==> src/shared/svwd_pkg.sv <==
// Package for the supervisor reset generator: timing counts and output polarity.
// Assumes a 200 MHz clk; long periods are also top-level parameters.
package svwd_pkg;
  // Clock period in picoseconds
  localparam int unsigned CLK_PERIOD_PS = 5000;
  // Least kick level width, ns, and its cycle count (rounded up)
  localparam int unsigned KICK_MIN_NS   = 100;
  localparam int unsigned KICK_MIN_CYC  =
    (KICK_MIN_NS * 1000 + CLK_PERIOD_PS - 1) / CLK_PERIOD_PS;
  // Reset hold period, ms, and its cycle count (least time, rounded up)
  localparam int unsigned HOLD_MS       = 150;
  localparam longint unsigned HOLD_CYC  =
    (64'(HOLD_MS) * 64'd1000000000 + CLK_PERIOD_PS - 1) / CLK_PERIOD_PS;
  // Watchdog timeout period, ms (plain default), and its cycle count
  localparam int unsigned WD_TIMEOUT_MS = 1600;
  localparam longint unsigned WD_CYC    =
    (64'(WD_TIMEOUT_MS) * 64'd1000000000) / CLK_PERIOD_PS;
  // Counter width for the watchdog and hold timers
  localparam int unsigned CNT_W         = 32;
  // Output polarity variants
  localparam bit POL_ACTIVE_LOW         = 1'b0;
  localparam bit POL_ACTIVE_HIGH        = 1'b1;
endpackage : svwd_pkg

==> src/rtl/svwd_supervisor.sv <==
// Reset generator of a processor supervisor: watchdog, reset sources, hold stretch.
// Assumes all level inputs are asynchronous digital comparator/pin results.
// Contract
// RULE_01: A kick level change that stands at least 100 ns restarts the watchdog timer.
// RULE_02: A kick held past the timeout expires the timer and gives a reset of the hold period.
// RULE_03: The watchdog timer is cleared whenever reset is asserted, from any source.
// RULE_04: A kick that never changes yields one reset pulse after every timeout period.
// RULE_05: Auxiliary comparator reporting below reference holds reset as a level.
// RULE_06: Supply below threshold asserts reset, stretched at least 150 ms after recovery.
// RULE_07: Manual reset held low asserts reset.
// RULE_08: Battery mode holds reset, drives the battery indicator high, ignores other inputs.
// RULE_09: Battery mode is never entered while the supply is above threshold.
// RULE_10: Reset output polarity is a build option and is valid whenever asserted.
// RULE_11: Host software should toggle the kick at separate program points.
// RULE_12: After manual reset returns high, reset stays for at least 150 ms.
// RULE_13: After the auxiliary input recovers, reset stays for the hold period.
// RULE_14: Battery mode needs supply below threshold and below backup supply together.
// RULE_15: Timeout and hold are counts of the clock; hold restarts while any source is active.
// RULE_16: Kick, manual reset and comparator levels are synchronised before use.
`timescale 1ns/100ps
`default_nettype none
module svwd_supervisor #(
  parameter bit                  RESET_POLARITY = svwd_pkg::POL_ACTIVE_LOW,
  parameter logic [31:0]         WD_CYCLES      = 32'(svwd_pkg::WD_CYC),
  parameter logic [31:0]         HOLD_CYCLES    = 32'(svwd_pkg::HOLD_CYC)
) (
  // Clock and reset
  input  wire logic clk,
  input  wire logic rst,
  // Host watchdog and manual reset
  input  wire logic watchdog_kick_in,
  input  wire logic manual_reset_n,
  // Comparator levels
  input  wire logic supply_below_threshold,
  input  wire logic aux_below_reference,
  input  wire logic supply_below_backup,
  // Outputs
  output logic      reset_out,
  output logic      reset_active,
  output logic      battery_mode_out
);

  // Three-stage synchronisers, bit order: kick, mr_n, supply_low, aux_low, below_backup_supply_in
  logic [4:0] sync_a;
  logic [4:0] sync_b;
  logic [4:0] sync_c;
  logic [4:0] stable;

  // Synchroniser chain
  always_ff @(posedge clk) begin
    if (rst) begin
      sync_a <= 5'h02;
      sync_b <= 5'h02;
      sync_c <= 5'h02;
    end else begin
      sync_a <= {supply_below_backup, aux_below_reference, supply_below_threshold,
                 manual_reset_n, watchdog_kick_in}; // [RULE_16]
      sync_b <= sync_a;
      sync_c <= sync_b;
    end
  end

  // Accept a level once second and third stages agree
  always_ff @(posedge clk) begin
    if (rst) begin
      stable <= 5'h06; // Start with supply low: power-on reset behaves as brownout
    end else begin
      for (int i = 0; i < 5; i++) begin
        if (sync_b[i] == sync_c[i]) begin
          stable[i] <= sync_c[i]; // [RULE_16]
        end
      end
    end
  end

  // Bit positions within the synchroniser word
  localparam int unsigned IDX_KICK = 0;
  localparam int unsigned IDX_MR   = 1;
  localparam int unsigned IDX_SUP  = 2;
  localparam int unsigned IDX_AUX  = 3;
  localparam int unsigned IDX_BACKUP_SUPPLY_IN = 4;

  // Accepted levels, named by source
  logic kick;
  logic mr_low;
  logic supply_low;
  logic aux_low;
  logic below_backup_supply_in;
  assign kick       = stable[IDX_KICK];
  assign mr_low     = ~stable[IDX_MR];
  assign supply_low = stable[IDX_SUP];
  assign aux_low    = stable[IDX_AUX];
  assign below_backup_supply_in = stable[IDX_BACKUP_SUPPLY_IN];

  // Battery mode: both conditions needed
  logic backup_supply_in_mode;
  assign backup_supply_in_mode = supply_low & below_backup_supply_in; // [RULE_14] [RULE_09]

  // Kick pulse filter: a new level must stand KICK_MIN_CYC cycles
  logic [7:0] kick_cnt;
  logic [7:0] next_kick_cnt;
  logic       kick_level;
  logic       next_kick_level;
  logic       kick_event;
  assign kick_event = (kick != kick_level) &&
                      (kick_cnt >= 8'(svwd_pkg::KICK_MIN_CYC - 1));

  // Next filter state: count while the level differs, adopt it once long enough
  always_comb begin
    next_kick_cnt   = kick_cnt;
    next_kick_level = kick_level;
    if (kick == kick_level) begin
      next_kick_cnt = 8'h00; // Short glitch dropped
    end else if (kick_event) begin
      next_kick_level = kick; // [RULE_01]
      next_kick_cnt   = 8'h00;
    end else begin
      next_kick_cnt = kick_cnt + 8'h01;
    end
  end

  // Filter registers
  always_ff @(posedge clk) begin
    if (rst) begin
      kick_cnt   <= 8'h00;
      kick_level <= 1'b0;
    end else begin
      kick_cnt   <= next_kick_cnt;
      kick_level <= next_kick_level;
    end
  end

  // Level sources, all masked in battery mode except supply
  logic level_src;
  assign level_src = supply_low | (~backup_supply_in_mode & (mr_low | aux_low)); // [RULE_05] [RULE_07] [RULE_08]

  // Watchdog timer and expiry pulse
  logic [31:0] wd_cnt;
  logic [31:0] next_wd_cnt;
  logic        wd_expire;
  assign wd_expire = ~reset_active && ~backup_supply_in_mode && (wd_cnt == WD_CYCLES - 32'h1);

  // Next watchdog count: cleared by reset, battery mode, kick or expiry
  always_comb begin
    if (reset_active || backup_supply_in_mode) begin
      next_wd_cnt = 32'h0; // [RULE_03] [RULE_08]
    end else if (kick_event) begin
      next_wd_cnt = 32'h0; // [RULE_01]
    end else if (wd_expire) begin
      next_wd_cnt = 32'h0; // [RULE_04]
    end else begin
      next_wd_cnt = wd_cnt + 32'h1; // [RULE_15]
    end
  end

  // Watchdog count register
  always_ff @(posedge clk) begin
    if (rst) begin
      wd_cnt <= 32'h0;
    end else begin
      wd_cnt <= next_wd_cnt;
    end
  end

  // Hold stretch: reloads while any source is active, counts down after
  logic [31:0] hold_cnt;
  logic [31:0] next_hold_cnt;

  // Next hold count
  always_comb begin
    if (level_src || wd_expire) begin
      next_hold_cnt = HOLD_CYCLES; // [RULE_15] [RULE_02] [RULE_06] [RULE_12] [RULE_13]
    end else if (hold_cnt != 32'h0) begin
      next_hold_cnt = hold_cnt - 32'h1;
    end else begin
      next_hold_cnt = hold_cnt;
    end
  end

  // Hold count register
  always_ff @(posedge clk) begin
    if (rst) begin
      hold_cnt <= 32'h0;
    end else begin
      hold_cnt <= next_hold_cnt;
    end
  end

  // Reset request: any live source, an expiry, or the hold count still above one
  function automatic logic reset_request(input logic src, input logic expire,
                                         input logic [31:0] hold);
    return src || expire || (hold > 32'h1);
  endfunction : reset_request

  // Pin level for a reset state under the build polarity
  function automatic logic pin_level(input logic asserted);
    return asserted ? RESET_POLARITY : ~RESET_POLARITY;
  endfunction : pin_level

  logic next_reset;
  assign next_reset = reset_request(level_src, wd_expire, hold_cnt); // [RULE_06]

  // Registered reset and polarised pin, asserted while rst stands
  always_ff @(posedge clk) begin
    if (rst) begin
      reset_active <= 1'b1;
      reset_out    <= pin_level(1'b1); // [RULE_10]
    end else begin
      reset_active <= next_reset; // [RULE_06]
      reset_out    <= pin_level(next_reset); // [RULE_10]
    end
  end

  // Battery indicator, one cycle behind the mode decision
  always_ff @(posedge clk) begin
    if (rst) begin
      battery_mode_out <= 1'b0;
    end else begin
      battery_mode_out <= backup_supply_in_mode; // [RULE_08]
    end
  end

endmodule : svwd_supervisor
`default_nettype wire

==> config.mk <==
export PLATFORM = sky130hd
export DESIGN_NAME = svwd_supervisor
export DESIGN_NICKNAME = d
export VERILOG_FILES = /design/src/shared/svwd_pkg.sv /design/src/rtl/svwd_supervisor.sv
export SDC_FILE = /design/constraint.sdc
export NUM_CORES = 1
export LEC_CHECK = 0
export ABC_CLOCK_PERIOD_IN_PS = 3400
export BUFFER_PORTS_ARGS = -buffer_cell sky130_fd_sc_hd__buf_4
export CELL_PAD_IN_SITES_DETAIL_PLACEMENT = 1
export CELL_PAD_IN_SITES_GLOBAL_PLACEMENT = 1
export CORE_ASPECT_RATIO = 0.8
export CORE_MARGIN = 2
export CORE_UTILIZATION = 40
export DETAILED_ROUTE_END_ITERATION = 8
export GPL_TIMING_DRIVEN = 0
export PLACE_DENSITY_LB_ADDON = 0.1
export SLEW_MARGIN = 20
export SYNTH_ARGS = -nofsm -noshare
export SYNTH_HDL_FRONTEND = slang
export SYNTH_SLANG_ARGS = --single-unit
==> constraint.sdc <==
create_clock -name clk -period 3.4 [get_ports clk]
set_input_delay 0.17 -clock clk [delete_from_list [all_inputs] [get_ports clk]]
set_output_delay 0.17 -clock clk [all_outputs]
set_load 0.01 [all_outputs]
After elaboration in Yosys (flattened, before gate mapping). Index checks and enable logic that the tools add are counted.

Magnitude comparators: 2. $add $sub $neg: 3. Multiplexer cells: 3. Reduce and logical (&&, ||, !) cells: 12. Bitwise operators: 8. Eq/ne operators: 8.

Operators with widths (count): $mux W25 (2); $add A32 B1 Y32 const B (1); $eq A32 B29 Y1 const B (1); $gt A32 B1 Y1 const B (1); $reduce_bool A32 Y1 (1); $sub A32 B1 Y32 const B (1); $add A8 B1 Y8 const B (1); $ge A8 B5 Y1 const B (1); $eq A1 B1 Y1 (6); $not A1 Y1 (4); $reduce_or A4 Y1 (1); $logic_and A1 B1 Y1 (3); $logic_or A1 B1 Y1 (3); $reduce_or A3 Y1 (1); $and A1 B1 Y1 (2); $or A1 B1 Y1 (2); $reduce_and A2 Y1 (1); $reduce_bool A2 Y1 (1); $reduce_or A2 Y1 (1); $mux W1 (1); $ne A1 B1 Y1 (1).

Output and inout port bits: 3. Bits in registers: 96. Bits of input ports: 7.

Logic depth before layout (Yosys ltp). Gate-level depths: netlist of the first run.

Word-level depth: 7. Gate-level depth with buffers: 8.

Worst setup path after synthesis of the first run. No wires, ideal clock.

Kind: register to register. Start: register hold_cnt[16]. End: register reset_active. Required time: 3266 ps. Clock period less this slack: 2517 ps. Path buffers: 1. Data arrival time: 2383 ps. Path slack: 883 ps. Stages on the path, launching flop included: 6. Setup time: 134 ps. Cell sequence: dfxtp_1 > or4_4 > or4b_4 > buf_6 > or3_4 > or4_1.

Cells in the longest elaborated chain, start to end: 2.

RTL lines: start: declaration (line svwd_supervisor.sv:166) `logic [31:0] hold_cnt;`; start signal: assignment (line svwd_supervisor.sv:185) `hold_cnt <= next_hold_cnt;`; $gt A32 B1 Y1 (line svwd_supervisor.sv:192) `return src || expire || (hold > 32'h1);`; $logic_or A1 B1 Y1 (line svwd_supervisor.sv:192); end signal: assignment (line svwd_supervisor.sv:209) `reset_active <= next_reset;`; end: declaration (line svwd_supervisor.sv:39) `output logic reset_active,`.

Every way passes these cells. A chain may end at the register's enable or synchronous reset.

Final worst setup path of the first run. Ends and elaborated chain as after synthesis.

==> results of run 1 <==
-- Yosys cell counts, drive strengths merged --
master   count
dfxtp       96
nor2        54
a21oi       29
nand2       24
xnor2       23
or4         20
o21ai       19
nand3       15
nor2b       15
nor3        15
nor4        15
o31ai       15
clkbuf      13
xor2        13
or3         12
inv         10
a31oi        9
nand4        9
or2          6
and3         5
ha           4
nand2b       4
and4         3
buf          3
nor3b        2
o2111ai      2
o211ai       2
or4b         2
a211o        1
a211oi       1
a21o         1
a311o        1
and2         1
conb         1
nand3b       1
nor4b        1
o41ai        1
or3b         1
-- path summary, 6_finish.rpt --
kind	endpoint	cells past startpoint	startpoint	slack [ps]
worst min register to register	sync_b[2]	1	sync_a[2]	440
worst max-delay path	reset_active	5	hold_cnt[16]	640
worst max register to register	reset_active	5	hold_cnt[16]	640
worst min-delay path	sync_a[4]	2	supply_below_backup	30
-- critical path: cells and delay by family, from the launching register on --
kind / cells / cell delay [ps]
AND/OR/NAND/NOR: 4 / 2080
flip-flops: 1 / 360
buffers and inverters: 1 / 160
-- layer usage --
metal	vias to the layer above	wire, microns	share of wire (%)	track usage, %
met1	1598	4940	53	25.9
li1	1669	-	-	-
met5	-	0	0	0
met4	0	99	1.1	4.46
met3	7	266	2.9	5.03
met2	28	3930	43	28.8
-- where the power goes --
part	internal, mW	switching [mW]
clock	0.583	0.456
combinational	0.0743	0.125
sequential	1.16	0.0314
-- cell type report --
class | instances | area [sq um] | area share (%)
sequential | 96 | 1920 | 41.9
tap | 136 | 170 | 3.71
timing repair buffer | 10 | 77.6 | 1.69
inverter | 10 | 37.5 | 0.819
buffer | 16 | 68.8 | 1.50
clock inverter | 6 | 76.3 | 1.67
clock buffer | 10 | 229 | 5.00
multi-input combinational | 329 | 2000 | 43.7
-- timing repair --
item | CTS | global route
endpoints found under the setup margin | 0 | 0
setup buffers | 0 | 0
gates resized for setup | 0 | 0
endpoints found under the hold margin | 1 | 0
hold buffers | 1 | 0
-- sequential cells by signal, indices dropped and copies added (netlist names) --
signal	count
battery_mode_out	1
stable	5
reset_out	1
kick_level	1
sync_b	5
wd_cnt	32
kick_cnt	8
hold_cnt	32
sync_c	5
reset_active	1
sync_a	5
-- through the flow --
step                power (mW)  setup slack (ps)  cell area, sq um  util [%]
floorplan                 1.35               883              4030         -
global placement          1.40               683              4270      43.9
detailed placement        1.41               650              4270      43.9
CTS                       2.46               598              4580      47.1
global route              2.53               443              4580      47.1
finish                    2.43               642              4580      47.1
-- kinds of logic (layout without fill, tap and decap cells) --
logic type | Yosys count | after routing
AOI/OAI and AO/OA | 81 | 81
xor gates and xnor gates | 36 | 36
adders and majority gates | 4 | 4
buffers and inverters | 26 | 52
DFF | 96 | 96
other | 1 | 3
and+or+nand+nor | 205 | 205
==> reports/summary.md, run 1 <==
The run finished with clean final reports. Setup repair after global routing left no endpoint under its margin. The top achievable clock speed came out at 363 MHz. The tools report the total via count after detailed routing as 3302.

The congestion estimate from routability-driven global placement came to 0.771. Hold violation total from the final report: 0. After floorplanning, the core was divided into 32 placement rows.

IR analysis of the VDD net gives a maximum drop of 0.000296 V. Number of global-route vias before repair: 3301. In this run the power density over the cells is 529 nW/um^2. The maximum clock path buffer count came out at 2. The setup clock skew after layout was 6.23 ps. Counting the buffers created by CTS gives 9. For the pin count of the biggest net entering global routing, the log shows 18.

In the layout the commonest cells are 96 x sky130_fd_sc_hd__dfxtp_1, 54 x sky130_fd_sc_hd__nor2_1, 29 x sky130_fd_sc_hd__a21oi_1, 24 x sky130_fd_sc_hd__nand2_1, 23 x sky130_fd_sc_hd__xnor2_1. During synthesis, Yosys emitted a total of 0 warnings. In this run the tool buffered the top-level ports with 9 buffer cells.

For this design the top-level I/O count stands at 10. The initial cell density of the core is 41.3%. The width of the die was 116 microns.

TritonCTS built the clock tree. The synthesized netlist devotes 1.24% of its cell area to adder and majority cells. Total instance count after detailed placement: 596. The first global-routing pass estimated 15800 microns of wire. After synthesis, the largest area contributor takes up 47.8% of total cell area. The highest net fanout along the worst path came out at 8. The clock drives 96 sinks. For the total global routing track utilization, the log shows 18.6%. The combinational family with the most area after synthesis was simple AND/OR/NAND/NOR gates. Detailed placement finished with a half-perimeter wire length of 6490 microns. The worst path in the final design needs a cycle of 2760 ps, including I/O delays and setup. The complex-gate fraction of the synthesized area works out to 12.3%. The average wire length per cell after detail routing came out at 15.1 microns.

STA classifies the critical path startpoint as a flip-flop. The fraction of synthesized area in multiplexers works out to 0%. The final wirelength was 9230 microns. The post-layout instance count excluding filler cells is 613, and the data arrival time of the critical path is 2960 ps.

The post-route netlist has 8.60% of its cells at a drive strength greater than 1. The path type of the worst setup path was reg -> reg. STA puts the critical path data required time at 3600 ps. 0 antenna diodes ended up in the layout. The portion of the post-synthesis area used by sequential elements came out at 47.8%.

The slowest library cell on the worst path was sky130_fd_sc_hd__or4_4. Fill cells in the final layout number 1139. After floorplanning, the core was sized to cover 9730 sq um. Leaving out fill and tap cells, the most frequent cell in the layout is sky130_fd_sc_hd__dfxtp_1. For the number of DRC markers after the initial detailed-route iteration, the log shows 155. The setup violation total in the final timing report came out at 0.

The floorplan step defined a die boundary enclosing 10900 sq um. In this run the static leakage power is 1.49 nW. Global routing finished with a remaining overflow of 0. Final hold analysis gives a worst-case slack of 34.3 ps. Adding up every negative setup slack in the final design gives 0 ps. The number of antenna violations at the first check in global routing came out at 0.

The clock transition at the registers of the reported paths was 70 ps; the total DRC errors in the routed layout was 0. The number of max-slew violations in the final report is 0, and the cell count after synthesis is 449. The tools report the worst relative slew slack as 30.1%. The distinct cell type count of the synthesized netlist is 47, and the area fraction in and, or, nand and nor cells after synthesis is 28.1%. For the pin with the worst max-slew slack, the measured transition is 1040 ps. The number of levels in the clock H-tree was 3. The worst hold path belongs to the class in -> reg. Critical path capture point type: a flip-flop. The number of vias per cell works out to 5.39. The later pin in the worst-skew pair is clocked with a latency of 350 ps. Yosys attributes the largest share of cell area to sky130_fd_sc_hd__dfxtp_1 48%, sky130_fd_sc_hd__nor2_1 5.0%, sky130_fd_sc_hd__xnor2_1 5.0%. For this run, the slowest stage of the critical path takes 590 ps. A synthesized cell averages 8.96 sq um. Synthesis inferred 96 register bits. The count of nets left with antenna violations once routing finished came out at 0.

The first detailed-routing pass ran for 4 iterations. The die outline height is 93.7 microns. Number of nets at the end of the flow: 483.

Max capacitance violation total: 0. In this run the cell area of the synthesized design comes to 4020 sq um. In this run the clock root is driven by a sky130_fd_sc_hd__clkbuf_16. From synthesis to final layout, the design area changed by 13.9%. The largest total area in the synthesized netlist belongs to sky130_fd_sc_hd__dfxtp_1. After Yosys synthesis, XOR and XNOR cells account for 7.84% of the synthesized area. The critical path goes through or4_4, or4b_4, buf_6, or3_4, or4_1.

Of the available clock period, the critical path in the final layout requires 81.1%.
Power figures use the tool's default switching activity.
==> inputs of run 2 (changes only) <==
--- a/config.mk
+++ b/config.mk
@@ -5,7 +5,8 @@
 export SDC_FILE = /design/constraint.sdc
 export NUM_CORES = 1
 export LEC_CHECK = 0
-export ABC_CLOCK_PERIOD_IN_PS = 3400
+export ABC_AREA = 1
+export ABC_CLOCK_PERIOD_IN_PS = 2880
 export BUFFER_PORTS_ARGS = -buffer_cell sky130_fd_sc_hd__buf_4
 export CELL_PAD_IN_SITES_DETAIL_PLACEMENT = 1
 export CELL_PAD_IN_SITES_GLOBAL_PLACEMENT = 1
==> constraint.sdc (replaced) <==
create_clock -name clk -period 2.88 [get_ports clk]
set_input_delay 0.144 -clock clk [delete_from_list [all_inputs] [get_ports clk]]
set_output_delay 0.144 -clock clk [all_outputs]
set_load 0.01 [all_outputs]
==> run 2 against run 1 <==
First-iteration DRC count rose by 19%. Largest cell class unchanged. Critical endpoint is now hold_cnt[2]. Non-clock buffer count fell by 2. Die area rose by 17%. Maximum frequency rose by 39%. Largest power group unchanged. Sequential cell count did not move. Worst setup slack improved by 250 ps. Global-route usage rose by 3.4 points.
==> reports/summary.md, run 2 <==
The flow ran to the end, and the final reports show no timing, DRC or antenna violations. The number of max-slew violations in the final report was 0 (unchanged); the switching power share of the total was 28.9% (+3.7 points). The leading area contributor after synthesis was sky130_fd_sc_hd__dfxtp_1. For the number of nets at the end of the flow, the log shows 743 (+54%).

The number of placed I/O pins was 10 (unchanged). The maximum clock path buffer count came out at 2 (unchanged). For the number of antenna violations at the first check in global routing, the log shows 0 (unchanged). The run gives 10100 microns (+55%) as the HPWL after detailed placement. The library cell used most frequently in the layout, excluding fill and tap cells, is sky130_fd_sc_hd__nand2_1.

The post-layout total power is 2.97 mW (+23%), and the met1 track demand over resource is 31.0% (+5.1 points). The first-pass GRT wire length is 22000 microns (+39%). The run gives 0 (unchanged) as the number of diodes added for antenna fixing. By area the synthesized netlist is led by sky130_fd_sc_hd__dfxtp_1 41%, sky130_fd_sc_hd__nand2_1 14%, sky130_fd_sc_hd__nor2_1 13%. For the leakage component of the power, the log shows 2.07 nW (+40%).

The number of global-route vias before repair was 4436 (+34%). For this design, the slowest cell found on the critical path is sky130_fd_sc_hd__dfxtp_1. The count of yosys warnings during synthesis was 0 (unchanged). Sum of negative setup slack: 0 ps (unchanged).

The highest ir drop seen on vdd is 0.000296 V (-0.13%). The hold violation total from the final report was 0 (unchanged). The area taken by flip-flops and latches came out at 1920 sq um (unchanged). The area share of the leading cell type in the synthesized netlist works out to 40.7% (-7.0 points). The async set or reset register ratio after synthesis is 0% (unchanged), and the max capacitance violation total is 0 (unchanged). Number of vias per cell: 4.86 (-9.9%).

The top achievable clock speed was 503 MHz (+39%). Sorting the synthesized cells by how often they occur yields 180 x sky130_fd_sc_hd__nand2_1, 169 x sky130_fd_sc_hd__nor2_1, 96 x sky130_fd_sc_hd__dfxtp_1. The total internal power came out at 2.11 mW (+17%). The tools report the clock share of power as 40.9% (-1.9 points). For the initial cell density of the core, the log shows 41.0% (-0.38 points). The tools report the critical path capture point type as a flip-flop. The tools report the footprint of the multi-input gates as 2440 sq um (+22%). The number of nets with antenna violations after detailed routing was 0 (unchanged); the total via count after detailed routing was 4297 (+30%).

The distinct cell type count of the synthesized netlist is 32 (-32%). The tools report the overflow left after global routing as 0 (unchanged). The switching power summed over all nets is 0.859 mW (+40%). The tools report the data arrival time of the critical path as 2280 ps (-680 ps). The run gives 11500 sq um (+18%) as the floorplan core area. The cell count after synthesis is 705 (+57%), and the clock latency of the later-clocked register in the worst-skew pair is 350 ps (about the same). Relative to the synthesized area, the layout overhead comes to 12.9%.

The final weighted congestion in routability-driven placement was 0.878 (+14%); the sequential power share was 47.2% (-1.7 points). For the count of clock tree sinks, the log shows 96 (unchanged). The clock transition at the registers of the reported paths was 70 ps (about the same); the number of synthesized flops with an enable pin was 0 (unchanged). The tools report the final wirelength as 13100 microns (+42%). The setup clock skew after layout is 6.41 ps (+0.179 ps), and the die outline height is 101 microns (+7.9%). The met3 demand-to-capacity share in global routing was 4.33% (-0.70 points); the power density relative to cell area was 558 nW/um^2 (+5.5%).

The average cell area after synthesis works out to 6.69 sq um (-25%). Leaving out fill and tap cells, the most frequent cells in the layout are 180 x sky130_fd_sc_hd__nand2_1, 169 x sky130_fd_sc_hd__nor2_1, 96 x sky130_fd_sc_hd__dfxtp_1, 71 x sky130_fd_sc_hd__inv_1, 42 x sky130_fd_sc_hd__nand3_1. For the total global routing track utilization, the log shows 22.0% (+3.4 points).

The cell that appears most often on the critical path is sky130_fd_sc_hd__nand2_2. The number of fillers in the final layout came out at 1502 (+32%). The critical path is of the reg -> reg type.

The most frequently used flop master after synthesis is sky130_fd_sc_hd__dfxtp_1. The largest stage delay on the critical path came out at 440 ps (-150 ps). The quantity of I/O buffers inserted on ports works out to 9 (unchanged). The portion of the post-synthesis area used by sequential elements is 40.7% (-7.0 points), and the proportion of power drawn by combinational gates is 11.9% (+3.7 points). The post-layout minimum cycle time is 1990 ps (-772 ps), and the total clock buffers created by CTS is 9 (unchanged).

Period utilization: 69.0% (-12 points). Traced cell by cell, the critical path runs through inv_1, ha_1, nand2_2, nor2_4, nand2_2, inv_2, nand2_4, buf_2, o21ai_0, nor2_1. Setup repair after global routing left no endpoint under its margin. The average wire length per cell after detail routing was 14.8 microns (-1.5%). The width of the die works out to 125 microns (+8.0%).

For the met2 routing resource usage after global routing, the log shows 34.5% (+5.7 points). The post-synthesis instance area is 4720 sq um (+17%), and the number of core rows is 35 (+9.4%). The fraction of layout instances using a drive strength above 1 came out at 9.36% (+0.77 points). The highest net fanout along the worst path was 10 (+2).

The largest registers in the layout are hold_cnt (32), wd_cnt (32), kick_cnt (8). The data required time at the worst endpoint came out at 3180 ps (-420 ps). TritonCTS built the clock tree.

The run gives 12700 sq um (+17%) as the total die area. Master cell of the clock root buffer: sky130_fd_sc_hd__clkbuf_16. Most frequent cell after synthesis: sky130_fd_sc_hd__nand2_1. For the number of post-CTS setup repair buffers, the log shows 0 (unchanged).

STA classifies the critical path startpoint as a flip-flop. The logs give 19 (+1) for the pin count of the biggest net entering global routing and 0 (unchanged) for the total DRC errors in the routed layout. For the number of levels in the clock H-tree, the log shows 3 (unchanged). The flip-flop and latch count after synthesis was 96 (unchanged); the number of detailed-route iterations in the first pass was 4 (unchanged). The tools report the setup violation total in the final timing report as 0 (unchanged). The class of the tightest hold or removal check is in -> reg. For the number of DRC markers after the initial detailed-route iteration, the log shows 185 (+19%).

Most crowded layer after global routing: met2.
[run 2: cell type report]
type,count,area share [%]
timing repair buffer,14,2.21
inverter,74,5.26
clock inverter,6,1.13
sequential,96,36.1
tap,148,3.48
buffer,10,1.48
multi-input combinational,527,45.9
clock buffer,10,4.49
[run 2: timing repair]
item,in CTS,in global routing
resized for setup,0,0
endpoints found under the hold margin,5,0
hold buffers,5,0
[run 2: power groups by stage]
stage / Clock (mW) / Sequential, mW / Combinational [mW]
after floorplan: 0 / 1.42 / 0.264
after global placement: 0 / 1.43 / 0.337
after detailed placement: 0 / 1.43 / 0.349
after CTS: 1.24 / 1.40 / 0.358
after global routing: 1.30 / 1.41 / 0.404
final: 1.21 / 1.40 / 0.355
[run 2: worst paths after layout]
check	start	end	slack, ps	cells past startpoint
min	rst	reset_active	200	3
max reg2reg	hold_cnt[0]	hold_cnt[2]	890	10
min reg2reg	sync_a[2]	sync_b[2]	410	2
max	hold_cnt[0]	hold_cnt[2]	890	10
[run 2: through the flow]
| stage | hold WS [ps] | area (sq um) | setup WS (ps) | utilization (%) | instances |
|---|---|---|---|---|---|
| floorplan | 248 | 4730 | 1330 | - | 707 |
| global placement | 331 | 4980 | 1010 | 43.2 | 864 |
| detailed placement | 334 | 4980 | 956 | 43.2 | 864 |
| CTS | 198 | 5330 | 932 | 46.3 | 885 |
| global route | 210 | 5330 | 743 | 46.3 | 885 |
| finish | 195 | 5330 | 894 | 46.3 | 885 |
[run 2: routing by layer]
metal	up-vias	share of wire [%]
li1	2227	-
met1	1996	52
met2	58	42
met3	16	4.5
met4	0	1.4
met5	-	0
[run 2: cells by family after synthesis]
family / after synthesis / synth area share [%]
AOI/OAI and AO/OA: 44 / 4.72
adders and majority gates: 4 / 1.06
xor gates and xnor gates: 31 / 5.75
DFF: 96 / 40.7
and+or+nand+nor: 445 / 40.0
buffers and inverters: 84 / 7.61
other: 1 / 0.0795
[run 2: critical path: cells and delay by family, from the launching register on]
kind	cells	cell delay [ps]
AND/OR/NAND/NOR	5	570
buffers and inverters	3	470
flip-flops	1	440
adder cells (fa/ha/maj)	1	280
AO/OA/AOI/OAI	1	160
